**src/bwc_pkg.sv**
```systemverilog
// Purpose: Constants for the bridge window and control register tail
// Assumes: APB byte addresses, 32-bit data
// Notes:   Offsets are byte addresses of aligned words
package bwc_pkg;
  localparam int unsigned ADDR_W = 8;
  localparam int unsigned DATA_W = 32;

  localparam logic [7:0] OFS_PREF_TOP_HI = 8'h2c;
  localparam logic [7:0] OFS_IO_HI       = 8'h30;
  localparam logic [7:0] OFS_CAP_PTR     = 8'h34;
  localparam logic [7:0] OFS_INT_BRIDGE  = 8'h3c;

  localparam logic [31:0] PREF_TOP_HI_RST = 32'h0000_0000;
  localparam logic [15:0] IO_HALF_RST     = 16'h0000;
  localparam logic [7:0]  CAP_PTR_VAL     = 8'h40;
  localparam logic [7:0]  INT_LINE_RST    = 8'h00;
  localparam logic [7:0]  INT_PIN_RST     = 8'h00;
  localparam logic [15:0] BRIDGE_CTL_RST  = 16'h0000;

  // Bridge control bit positions, within the 16-bit field (dword bit minus 16)
  localparam int unsigned BC_POISON = 0;
  localparam int unsigned BC_ERRFWD = 1;
  localparam int unsigned BC_ISA    = 2;
  localparam int unsigned BC_VGA    = 3;
  localparam int unsigned BC_VGA16  = 4;
  localparam int unsigned BC_SBR    = 6;
  // Writable bits: 16..20 and 22; bits 21, 23..27 and 28..31 read zero
  localparam logic [15:0] BC_WR_MASK = 16'h005f;

  localparam logic [19:0] PREF_LOW_ONES = 20'hf_ffff;
  localparam logic [31:0] VGA_MEM_LO    = 32'h000a_0000;
  localparam logic [31:0] VGA_MEM_HI    = 32'h000b_ffff;
  localparam logic [9:0]  VGA_IO_A_LO   = 10'h3b0;
  localparam logic [9:0]  VGA_IO_A_HI   = 10'h3bb;
  localparam logic [9:0]  VGA_IO_B_LO   = 10'h3c0;
  localparam logic [9:0]  VGA_IO_B_HI   = 10'h3df;
  localparam logic [15:0] IO_FIRST_64K  = 16'h0000;
  localparam logic [1:0]  ISA_LOW_QTR   = 2'h0;
  localparam logic [5:0]  IO_ALIAS_ZERO = 6'h00;

  localparam logic [2:0]  ERR_NONE = 3'h0;
endpackage

```
**src/bwc_fwd_decode.sv**
```systemverilog
// Purpose: Combinational window and legacy-range decode for one request
// Assumes: Bounds already assembled by the caller
// Notes:   Results are registered in the register block
module bwc_fwd_decode
  import bwc_pkg::*;
(
  input  wire logic [63:0] reqAddr,
  input  wire logic        reqIsIo,
  input  wire logic [31:0] ioBottom,
  input  wire logic [31:0] ioTop,
  input  wire logic [63:0] prefBottom,
  input  wire logic [63:0] prefTop,
  input  wire logic        isaEn,
  input  wire logic        vgaEn,
  input  wire logic        vga16,
  output logic             ioInWindow,
  output logic             prefInWindow,
  output logic             isaUpstream,
  output logic             ioDownstream,
  output logic             vgaHit
);
  import bwc_pkg::*;

  function automatic logic inRange(input logic [63:0] a, input logic [63:0] lo,
                                   input logic [63:0] hi);
    inRange = (a >= lo) && (a <= hi);
  endfunction

  logic [31:0] ioAddr;
  logic        first64k;
  logic        vgaIoLow;
  logic        vgaIo;
  logic        vgaMem;

  assign ioAddr   = reqAddr[31:0];
  assign first64k = reqAddr[63:16] == {32'h0000_0000, IO_FIRST_64K};
  // Inclusive on both bounds
  assign ioInWindow   = reqIsIo && reqAddr[63:32] == 32'h0000_0000 &&
                        inRange({32'h0000_0000, ioAddr}, {32'h0000_0000, ioBottom},
                                {32'h0000_0000, ioTop});
  assign prefInWindow = !reqIsIo && inRange(reqAddr, prefBottom, prefTop);
  // Top 768 bytes of each 1KB block in the first 64KB go upstream
  assign isaUpstream  = isaEn && ioInWindow && first64k &&
                        reqAddr[9:8] != ISA_LOW_QTR;
  assign ioDownstream = ioInWindow && !isaUpstream;
  assign vgaIoLow = inRange({54'h0, ioAddr[9:0]}, {54'h0, VGA_IO_A_LO}, {54'h0, VGA_IO_A_HI}) ||
                    inRange({54'h0, ioAddr[9:0]}, {54'h0, VGA_IO_B_LO}, {54'h0, VGA_IO_B_HI});
  assign vgaIo  = reqIsIo && first64k && vgaIoLow &&
                  (!vga16 || ioAddr[15:10] == IO_ALIAS_ZERO);
  assign vgaMem = !reqIsIo && inRange(reqAddr, {32'h0000_0000, VGA_MEM_LO},
                                      {32'h0000_0000, VGA_MEM_HI});
  assign vgaHit = vgaEn && (vgaIo || vgaMem);
endmodule

```
**src/bwc_regs.sv**
```systemverilog
// Purpose: Bridge window upper bounds, capability pointer, interrupt and control
// Assumes: APB slave, no wait states, sys_clk 100 MHz
// Notes:   Lower window bounds come from the neighbouring register block
//
// What this block does
// RW prefetch window top bits 63:32, reset zero
// RW I/O bottom bits 31:16, reset zero
// RW I/O top bits 31:16, reset zero
// Inclusive bounds decide window membership
// Capability pointer reads constant 40h
// Interrupt pin RO, reset 00h, loadable on downstream ports only
// Poison response bit gates poison detection
// Error forward bit gates secondary error messages
// ISA bit sends top-768 ranges upstream
// VGA bit enables legacy VGA memory/IO forwarding
// VGA IO ranges 3B0-3BB, 3C0-3DF
// Decode width bit selects 10 or 16
// Secondary bus reset drives port resets
// Legacy control bits read zero, ignore writes
// Prefetch top low 20 bits all ones
module bwc_regs
  import bwc_pkg::*;
(
  input  wire logic                sys_clk,
  input  wire logic                nrst,
  input  wire logic                psel,
  input  wire logic                penable,
  input  wire logic                pwrite,
  input  wire logic [ADDR_W-1:0]   paddr,
  input  wire logic [DATA_W-1:0]   pwdata,
  output logic      [DATA_W-1:0]   prdata,
  output logic                     pready,
  output logic                     pslverr,
  input  wire logic                portIsUpstream,
  input  wire logic                intPinLoad,
  input  wire logic [7:0]          intPinValue,
  input  wire logic [31:0]         ioBottomLow,
  input  wire logic [31:0]         ioTopLow,
  input  wire logic [63:0]         prefBottom,
  input  wire logic [11:0]         prefTopMid,
  input  wire logic                reqValid,
  input  wire logic                reqIsIo,
  input  wire logic [63:0]         reqAddr,
  output logic                     decValid,
  output logic                     ioInWindow,
  output logic                     prefInWindow,
  output logic                     isaUpstream,
  output logic                     ioDownstream,
  output logic                     vgaHit,
  input  wire logic                poisonIn,
  output logic                     poisonDetected,
  input  wire logic [2:0]          errMsgIn,
  output logic      [2:0]          errMsgOut,
  output logic                     portRstOut,
  output logic                     allDownRstOut
);
  import bwc_pkg::*;

  logic [31:0] prefTopHigh_q;
  logic [15:0] ioBottomHigh_q;
  logic [15:0] ioTopHigh_q;
  logic [7:0]  intLine_q;
  logic [7:0]  intPin_q;
  logic [15:0] bridgeCtl_q;
  logic [DATA_W-1:0] prdata_q;
  logic [DATA_W-1:0] prdata_d;
  logic        pready_q;
  logic        pslverr_q;
  logic        mapped;
  logic        setupPhase;
  logic        wrAccept;
  logic [31:0] ioBottom;
  logic [31:0] ioTop;
  logic [63:0] prefTop;
  logic        decIoWin;
  logic        decPrefWin;
  logic        decIsa;
  logic        decIoDown;
  logic        decVga;
  logic        decValid_q;
  logic        ioWin_q;
  logic        prefWin_q;
  logic        isaUp_q;
  logic        ioDown_q;
  logic        vga_q;
  logic        poison_q;
  logic [2:0]  errOut_q;
  logic        portRst_q;
  logic        allDownRst_q;

  function automatic logic isMapped(input logic [ADDR_W-1:0] a);
    isMapped = a == OFS_PREF_TOP_HI || a == OFS_IO_HI ||
               a == OFS_CAP_PTR || a == OFS_INT_BRIDGE;
  endfunction

  assign setupPhase = psel && !penable;
  assign wrAccept   = psel && penable && pready_q && pwrite && isMapped(paddr);
  assign mapped     = isMapped(paddr);

  // Read data is assembled in the setup cycle and held for the access cycle
  always_comb begin
    prdata_d = '0;
    unique case (paddr)
      OFS_PREF_TOP_HI: prdata_d = prefTopHigh_q;
      OFS_IO_HI:       prdata_d = {ioTopHigh_q, ioBottomHigh_q};
      OFS_CAP_PTR:     prdata_d = {24'h00_0000, CAP_PTR_VAL};
      OFS_INT_BRIDGE:  prdata_d = {bridgeCtl_q & BC_WR_MASK, intPin_q, intLine_q};
      default:         prdata_d = '0;
    endcase
  end

  always_ff @(posedge sys_clk or negedge nrst) begin
    if (!nrst) begin
      pready_q  <= 1'b0;
      pslverr_q <= 1'b0;
      prdata_q  <= '0;
    end else begin
      pready_q  <= setupPhase;
      pslverr_q <= setupPhase && !mapped;
      if (setupPhase) begin
        prdata_q <= pwrite ? '0 : prdata_d;
      end
    end
  end

  always_ff @(posedge sys_clk or negedge nrst) begin
    if (!nrst) begin
      prefTopHigh_q  <= PREF_TOP_HI_RST;
      ioBottomHigh_q <= IO_HALF_RST;
      ioTopHigh_q    <= IO_HALF_RST;
      intLine_q      <= INT_LINE_RST;
      bridgeCtl_q    <= BRIDGE_CTL_RST;
    end else if (wrAccept) begin
      unique case (paddr)
        OFS_PREF_TOP_HI: prefTopHigh_q <= pwdata;
        OFS_IO_HI: begin
          ioBottomHigh_q <= pwdata[15:0];
          ioTopHigh_q    <= pwdata[31:16];
        end
        OFS_INT_BRIDGE: begin
          intLine_q   <= pwdata[7:0];
          bridgeCtl_q <= pwdata[31:16] & BC_WR_MASK;
        end
        default: begin
        end
      endcase
    end
  end

  // Pin value is only overridable on downstream ports
  always_ff @(posedge sys_clk or negedge nrst) begin
    if (!nrst) begin
      intPin_q <= INT_PIN_RST;
    end else if (intPinLoad && !portIsUpstream) begin
      intPin_q <= intPinValue;
    end
  end

  assign ioBottom = {ioBottomHigh_q, ioBottomLow[15:0]};
  assign ioTop    = {ioTopHigh_q, ioTopLow[15:0]};
  assign prefTop  = {prefTopHigh_q, prefTopMid, PREF_LOW_ONES};

  bwc_fwd_decode uDecode (
    .reqAddr      (reqAddr),
    .reqIsIo      (reqIsIo),
    .ioBottom     (ioBottom),
    .ioTop        (ioTop),
    .prefBottom   (prefBottom),
    .prefTop      (prefTop),
    .isaEn        (bridgeCtl_q[BC_ISA]),
    .vgaEn        (bridgeCtl_q[BC_VGA]),
    .vga16        (bridgeCtl_q[BC_VGA16]),
    .ioInWindow   (decIoWin),
    .prefInWindow (decPrefWin),
    .isaUpstream  (decIsa),
    .ioDownstream (decIoDown),
    .vgaHit       (decVga)
  );

  always_ff @(posedge sys_clk or negedge nrst) begin
    if (!nrst) begin
      decValid_q <= 1'b0;
      ioWin_q    <= 1'b0;
      prefWin_q  <= 1'b0;
      isaUp_q    <= 1'b0;
      ioDown_q   <= 1'b0;
      vga_q      <= 1'b0;
    end else begin
      decValid_q <= reqValid;
      ioWin_q    <= reqValid && decIoWin;
      prefWin_q  <= reqValid && decPrefWin;
      isaUp_q    <= reqValid && decIsa;
      ioDown_q   <= reqValid && decIoDown;
      vga_q      <= reqValid && decVga;
    end
  end

  always_ff @(posedge sys_clk or negedge nrst) begin
    if (!nrst) begin
      poison_q <= 1'b0;
      errOut_q <= ERR_NONE;
    end else begin
      poison_q <= poisonIn && bridgeCtl_q[BC_POISON];
      errOut_q <= bridgeCtl_q[BC_ERRFWD] ? errMsgIn : ERR_NONE;
    end
  end

  always_ff @(posedge sys_clk or negedge nrst) begin
    if (!nrst) begin
      portRst_q    <= 1'b0;
      allDownRst_q <= 1'b0;
    end else begin
      portRst_q    <= bridgeCtl_q[BC_SBR] && !portIsUpstream;
      allDownRst_q <= bridgeCtl_q[BC_SBR] && portIsUpstream;
    end
  end

  assign prdata         = prdata_q;
  assign pready         = pready_q;
  assign pslverr        = pslverr_q;
  assign decValid       = decValid_q;
  assign ioInWindow     = ioWin_q;
  assign prefInWindow   = prefWin_q;
  assign isaUpstream    = isaUp_q;
  assign ioDownstream   = ioDown_q;
  assign vgaHit         = vga_q;
  assign poisonDetected = poison_q;
  assign errMsgOut      = errOut_q;
  assign portRstOut     = portRst_q;
  assign allDownRstOut  = allDownRst_q;
endmodule

```
**config.mk**
```make
export PLATFORM = sky130hd
export DESIGN_NAME = bwc_regs
export DESIGN_NICKNAME = d
export VERILOG_FILES = /design/src/bwc_pkg.sv /design/src/bwc_fwd_decode.sv /design/src/bwc_regs.sv
export SDC_FILE = /design/constraint.sdc
export NUM_CORES = 1
export LEC_CHECK = 0
export BUFFER_PORTS_ARGS = -buffer_cell sky130_fd_sc_hd__buf_2
export CELL_PAD_IN_SITES_DETAIL_PLACEMENT = 0
export CELL_PAD_IN_SITES_GLOBAL_PLACEMENT = 2
export CORE_MARGIN = 1
export CORE_UTILIZATION = 29
export DETAILED_ROUTE_END_ITERATION = 12
export PLACE_DENSITY = 0.78
export SETUP_SLACK_MARGIN = 0.15
export SYNTH_ARGS = -nofsm -noshare
export SYNTH_HDL_FRONTEND = slang
export SYNTH_HIERARCHICAL = 1
export SYNTH_SLANG_ARGS = --single-unit
```
**constraint.sdc**
```tcl
create_clock -name sys_clk -period 2.1 [get_ports sys_clk]
set_input_delay 0.105 -clock sys_clk [delete_from_list [all_inputs] [get_ports sys_clk]]
set_output_delay 0.105 -clock sys_clk [all_outputs]
set_load 0.005 [all_outputs]
```
# Word level (Yosys, flattened, before mapping)
# Index checks and enable logic that the tools add are counted.
# classes
addsub,0
multipliers,0
n_div,0
magnitude_cmp,10
eq_ne,4
shift,0
n_mux,3
n_bitwise,0
reduce_logical,51
# ops
cell,n
$pmux 32 s4,1
$ge 64x20->1 const B,1
$ge 64x64->1,1
$le 64x20->1 const B,1
$le 64x64->1,1
$logic_not 48->1,1
$eq 8x6->1 const B,4
$ge 32x32->1,1
$le 32x32->1,1
$logic_and 1x1->1,32
$logic_not 32->1,1
$mux 32,1
$ge 10x10->1 const B,2
$le 10x10->1 const B,2
$logic_not 1->1,6
$logic_not 6->1,1
$logic_or 1x1->1,6
$reduce_and 2->1,3
$mux 3,1
$reduce_bool 2->1,1
# word_totals
regBits,132
latchBits,0
mem_bits_rw,0
rom_bits,0
inputBits,265
output_inout_bits,46
word_cells,87
n_memories,0

# Logic depth before layout (Yosys ltp)
# logic_depth
ltp_word,9
ltp_mapped,9
mapped_depth_nobuf,9

# Cells and area by module
# Netlist, hierarchy kept.
# modules_own_cells
mod,n_inst,cells_each,area_per_inst_um2,seq_area_each_um2
bwc_regs,1,377,5413.9,3303.2
bwc_fwd_decode,1,710,5037.3,0.0

# Worst setup path after synthesis
# OpenSTA, ideal clock, no wires.
# synth_timing
path_type,flip-flop to flip-flop
start,register ioBottomHigh_q[1]
end,"register isaUp_q, in the netlist isaUpstream"
setup_time_ns,0.119
t_arrival_ns,1.946
required_ns,1.981
setup_slack_ns,0.035
stages_incl_launch_ff,10
n_path_buf,0
period_less_slack_ns,2.065
path_cell_list,dfrtp_1 inv_1 ha_1 a21o_1 a21o_1 a2111oi_0 o21ai_0 a211oi_1 nor4_1 and2_1
# synth_between
elab_chain_cells,7
# synth_lines
element,line_no,source
"start, declared",bwc_regs.sv:60,logic [15:0] ioBottomHigh_q;
"start signal, assigned",bwc_regs.sv:137,ioBottomHigh_q <= pwdata[15:0];
$ge 32x32->1,bwc_fwd_decode.sv:26,inRange = (a >= lo) && (a <= hi);
$logic_and 1x1->1,bwc_fwd_decode.sv:26,
$logic_and 1x1->1,bwc_fwd_decode.sv:38,assign ioInWindow = reqIsIo && reqAddr[63:32] == 32'h0000_0000 &&
$logic_and 1x1->1 (3 in a row),bwc_fwd_decode.sv:43,assign isaUpstream = isaEn && ioInWindow && first64k &&
net decIsa,bwc_regs.sv:77,logic decIsa;
$logic_and 1x1->1,bwc_regs.sv:192,isaUp_q <= reqValid && decIsa;
"end signal, assigned",bwc_regs.sv:192,
"end, declared",bwc_regs.sv:83,logic isaUp_q;
# The timed path passes the listed nets, and every way through them passes these cells.
# A chain may end at the register's enable or synchronous reset.

# Worst setup path after layout
# layout_timing
start,register ioBottomHigh_q[1]
end,"register ioDown_q, in the netlist ioDownstream"
# layout_between
elab_chain_cells,9
# layout_lines
element,line_no,source
$ge 32x32->1 *,bwc_fwd_decode.sv:26,
$logic_and 1x1->1 *,bwc_fwd_decode.sv:26,
$logic_and 1x1->1 *,bwc_fwd_decode.sv:38,
$logic_and 1x1->1 (3 in a row),bwc_fwd_decode.sv:43,
$logic_not 1->1,bwc_fwd_decode.sv:45,assign ioDownstream = ioInWindow && !isaUpstream;
$logic_and 1x1->1 *,bwc_fwd_decode.sv:45,
net decIoDown,bwc_regs.sv:78,logic decIoDown;
$logic_and 1x1->1 *,bwc_regs.sv:193,ioDown_q <= reqValid && decIoDown;
"end signal, assigned",bwc_regs.sv:193,
"end, declared",bwc_regs.sv:84,logic ioDown_q;
# The timed path passes the listed nets; every way through them passes the cells marked *.

==> metrics.md <==
| Metric | Value |
|---|---|
| Status | `complete, no violations` |
| Crit start category | `register` |
| Peak Freq | `between 400 and 500 MHz` |
| Area contributors post-synth | `dfrtp_1 32%, ha_1 23%, mux2_2 7.9%` |
| Post-synth EDFFs | `0` |
| Leakage | `about 7.8 nW` |
| Synth Flop Type | `dfrtp_1` |
| Crit path max-delay family | `compound AO/OA/AOI/OAI gates` |
| Finished Cell Area | `14600 sq um` |
| Max-cap violation count | `0` |
| CP max stage delay | `390 ps` |
| CP bufs+invs | `1` |
| Clk Latency, worst-skew pair | `around 420 ps` |
| Syn Area/Cell | `a little under 10 sq um` |
| I/O pin total | `311` |
| Crit Path Class | `register to register` |
| Total power | `7.07 mW` |
| Dpl ws | `-312 ps` |
| Asr flop ratio synth | `100%` |
| Sequential cell area | `around 3300 sq um` |
| Min Clock Period, post-route | `between 2000 and 2500 ps` |
| Post-Place Cell Area | `13100 sq um` |
| Synthesized instance count | `~1100` |
| Fin. max-slew vios | `0` |
| Area growth from synthesis to layout | `39.7%` |
| Worst-margin pin slew | `around 600 ps` |
| WL final | `~36 mm` |
| Largest net degree at the start of global routing | `62` |
| 1st-iter DRT viols | `between 400 and 500` |
| Die Span Y | `192 microns` |
| Final hold violation count | `0` |
| Clk pin slew, worst setup/hold paths | `about 70 ps` |
| Crit path cell chain | `inv_2 > ha_4 > a21o_1 > a21o_1 > a2111oi_4 > o21ai_2 > a211oi_2 > nor4b_2 > and2_1` |
| WP data required | `about 2400 ps` |
| Die ar. | `about 37000 sq um` |
| Maximum VDD drop | `between 0.5 and 0.6 mV` |
| Final core utilization | `approximately 41%` |
| DRC | `0` |
| Post-layout net count | `about 2000` |
| First-pass detailed-route iteration total | `4` |
| FF+latch count, synth | `132` |
| Sequential fraction of the synthesis area | `between 30% and 40%` |
| Synth top cells by count | `195 x inv_1, 192 x ha_1, 132 x dfrtp_1` |
| Post-DP HPWL | `between 20 and 30 mm` |
| Share of cells above drive strength 1 | `between 30% and 40%` |
| Gr ovfl total | `0` |
| Core area | `between 30000 and 40000 sq um` |
| Worst Reg-to-Reg Cells | `9` |
| Final worst path period share | `98.1%` |
| Hold Crit Depth | `4` |
| Area share of the largest cell type after synthesis | `roughly a third` |
| Critical path endpoint category | `register` |
| Mapped cell area | `~10000 sq um` |
| # clock sinks | `~130` |
| Worst path slowest cell | `dfrtp_1` |
| Clk buf depth | `2` |
| Yosys warning count | `6` |
| First-pass GRT wire length | `54.9 mm` |
| Worst hold path type | `input pin to register` |
| # rows | `69` |
| Pwr Density | `around 480 nW/um^2` |
| Root buf cell | `clkbuf_16` |
| Per-cell routed wire length | `18.1 microns` |
| Die Wd | `192 microns` |
| Most frequent cell after synthesis | `inv_1` |
| CP Depth | `9` |
| Final Setup Violations | `0` |
| Largest area contributor in the netlist | `dfrtp_1` |
| CTS tree | `built` |
| TritonCTS buffer count | `17` |
| Post-DR vias/cell | `4.75` |
| Area of the multi-input gates | `6670 sq um` |
| Setup TNS | `0 ps` |
| H-tree lvl count | `4` |
| Worst setup margin | `38.9 ps` |
| Post-route clock skew | `about 15 ps` |
| CP arrival | `~2400 ps` |
| Fillers | `around 3500` |
| Placer's final routability congestion estimate | `between 0.8 and 0.9` |
| Worst Path Max Fanout | `3` |
| Total GRT Usage | `between 10% and 20%` |
| Initial antenna violation count | `7` |
| RSZ-0062 raised after global routing | `true` |
| Vias in the first global route | `roughly 9800` |
| Starting density of the core | `29.5%` |
| Max-slew headroom | `approximately three fifths` |
| Cell variety after synth | `56` |
| Via count | `about 9500` |
| IO buf count | `between 200 and 300` |
| CP most frequent cell | `a21o_1` |
| Final ANT Viol Nets | `0` |
## repair_timing
item	in CTS	in global routing
hold buffers	47	0
setup buffers	11	4
endpoints found under the setup margin	4	4
endpoints found under the hold margin	152	0
pin swaps	23	11
resized for setup	35	12
## per-layer routing
| metal | routed length (microns) | part of all wire [%] | vias to the layer above | track usage, % |
|---|---|---|---|---|
| met5 | 34 | 0.094 | - | 0 |
| met4 | 563 | 1.6 | 6 | 3.91 |
| met3 | 2250 | 6.2 | 35 | 3.93 |
| met2 | 17500 | 48 | 239 | 34.4 |
| met1 | 16000 | 44 | 4472 | 25.7 |
| li1 | - | - | 4777 | - |
## cells by family (layout without fill, tap and decap cells)
family	count (synthesis)	count (layout)	share of synthesized area [%]
compound gates	224	224	14.4
flops	132	132	31.6
fa+ha+maj	192	192	23.0
simple gates	209	209	11.1
buf+inv	221	653	8.06
mux	108	108	11.7
other cells	1	26	0.0359
## stage by stage
step	hold WS (ps)	cells
detailed placement	145	1905
finish	115	2005
CTS	102	1995
floorplan	-191	1106
global placement	138	1905
global route	138	2001
## final timing paths
check | to | start | slack (ps)
worst min register to register | prdata[21] | prdata[21] | 490
max in group asynchronous | prdata[23] | nrst | 1190
worst max register to register | ioDownstream | ioBottomHigh_q[1] | 40
worst max-delay path | ioDownstream | ioBottomHigh_q[1] | 40
worst min-delay path | pslverr | paddr[1] | 110
min in group asynchronous | intPin_q[2] | nrst | 260
## layout by cell type (no fill, tap or decap), drive strengths merged, types with 19 or more instances in the layout
master       count
o2bb2ai         22
mux2i           22
nand4           29
dlygate4sd3     47
nand2           59
a21oi           65
buf            379
a22o            22
inv            202
a21o            23
conb            20
nor2            19
dfrtp          132
o21ai           37
ha             192
mux2            86
## power breakdown
part	switching (mW)	total, mW	leakage (nW)	internal, mW
Sequential	0.0209	2.60	1.82	2.58
Clock	1.27	3.05	0.284	1.78
Combinational	0.745	1.43	5.68	0.681
Total	2.03	7.07	7.78	5.04
## layout make-up
class                      instances  share of cell area, %
clock inverter                    15                   1.16
sequential                       132                   22.6
tap                              461                   3.95
inverter                         195                   5.01
multi-input combinational        753                   45.7
clock buffer                      17                   2.91
antenna                            6                  0.103
timing repair buffer             426                   18.6
## worst register-to-register path: stages, from the launching register on
cell       delay, ps
dfrtp_1          390
inv_2             70
ha_4             190
a21o_1           150
a21o_1           180
a2111oi_4        310
o21ai_2           90
a211oi_2         320
nor4b_2           90
and2_1           160
## sequential cells by signal (all words and copies together) (netlist names), 3 cells and up
name / cells
prdata: 32
bridgeCtl_q: 6
intPin_q: 8
prefTopHigh_q: 32
errMsgOut: 3
ioTopHigh_q: 16
ioBottomHigh_q: 16
intLine_q: 8
(Power assumes the default switching activity.)
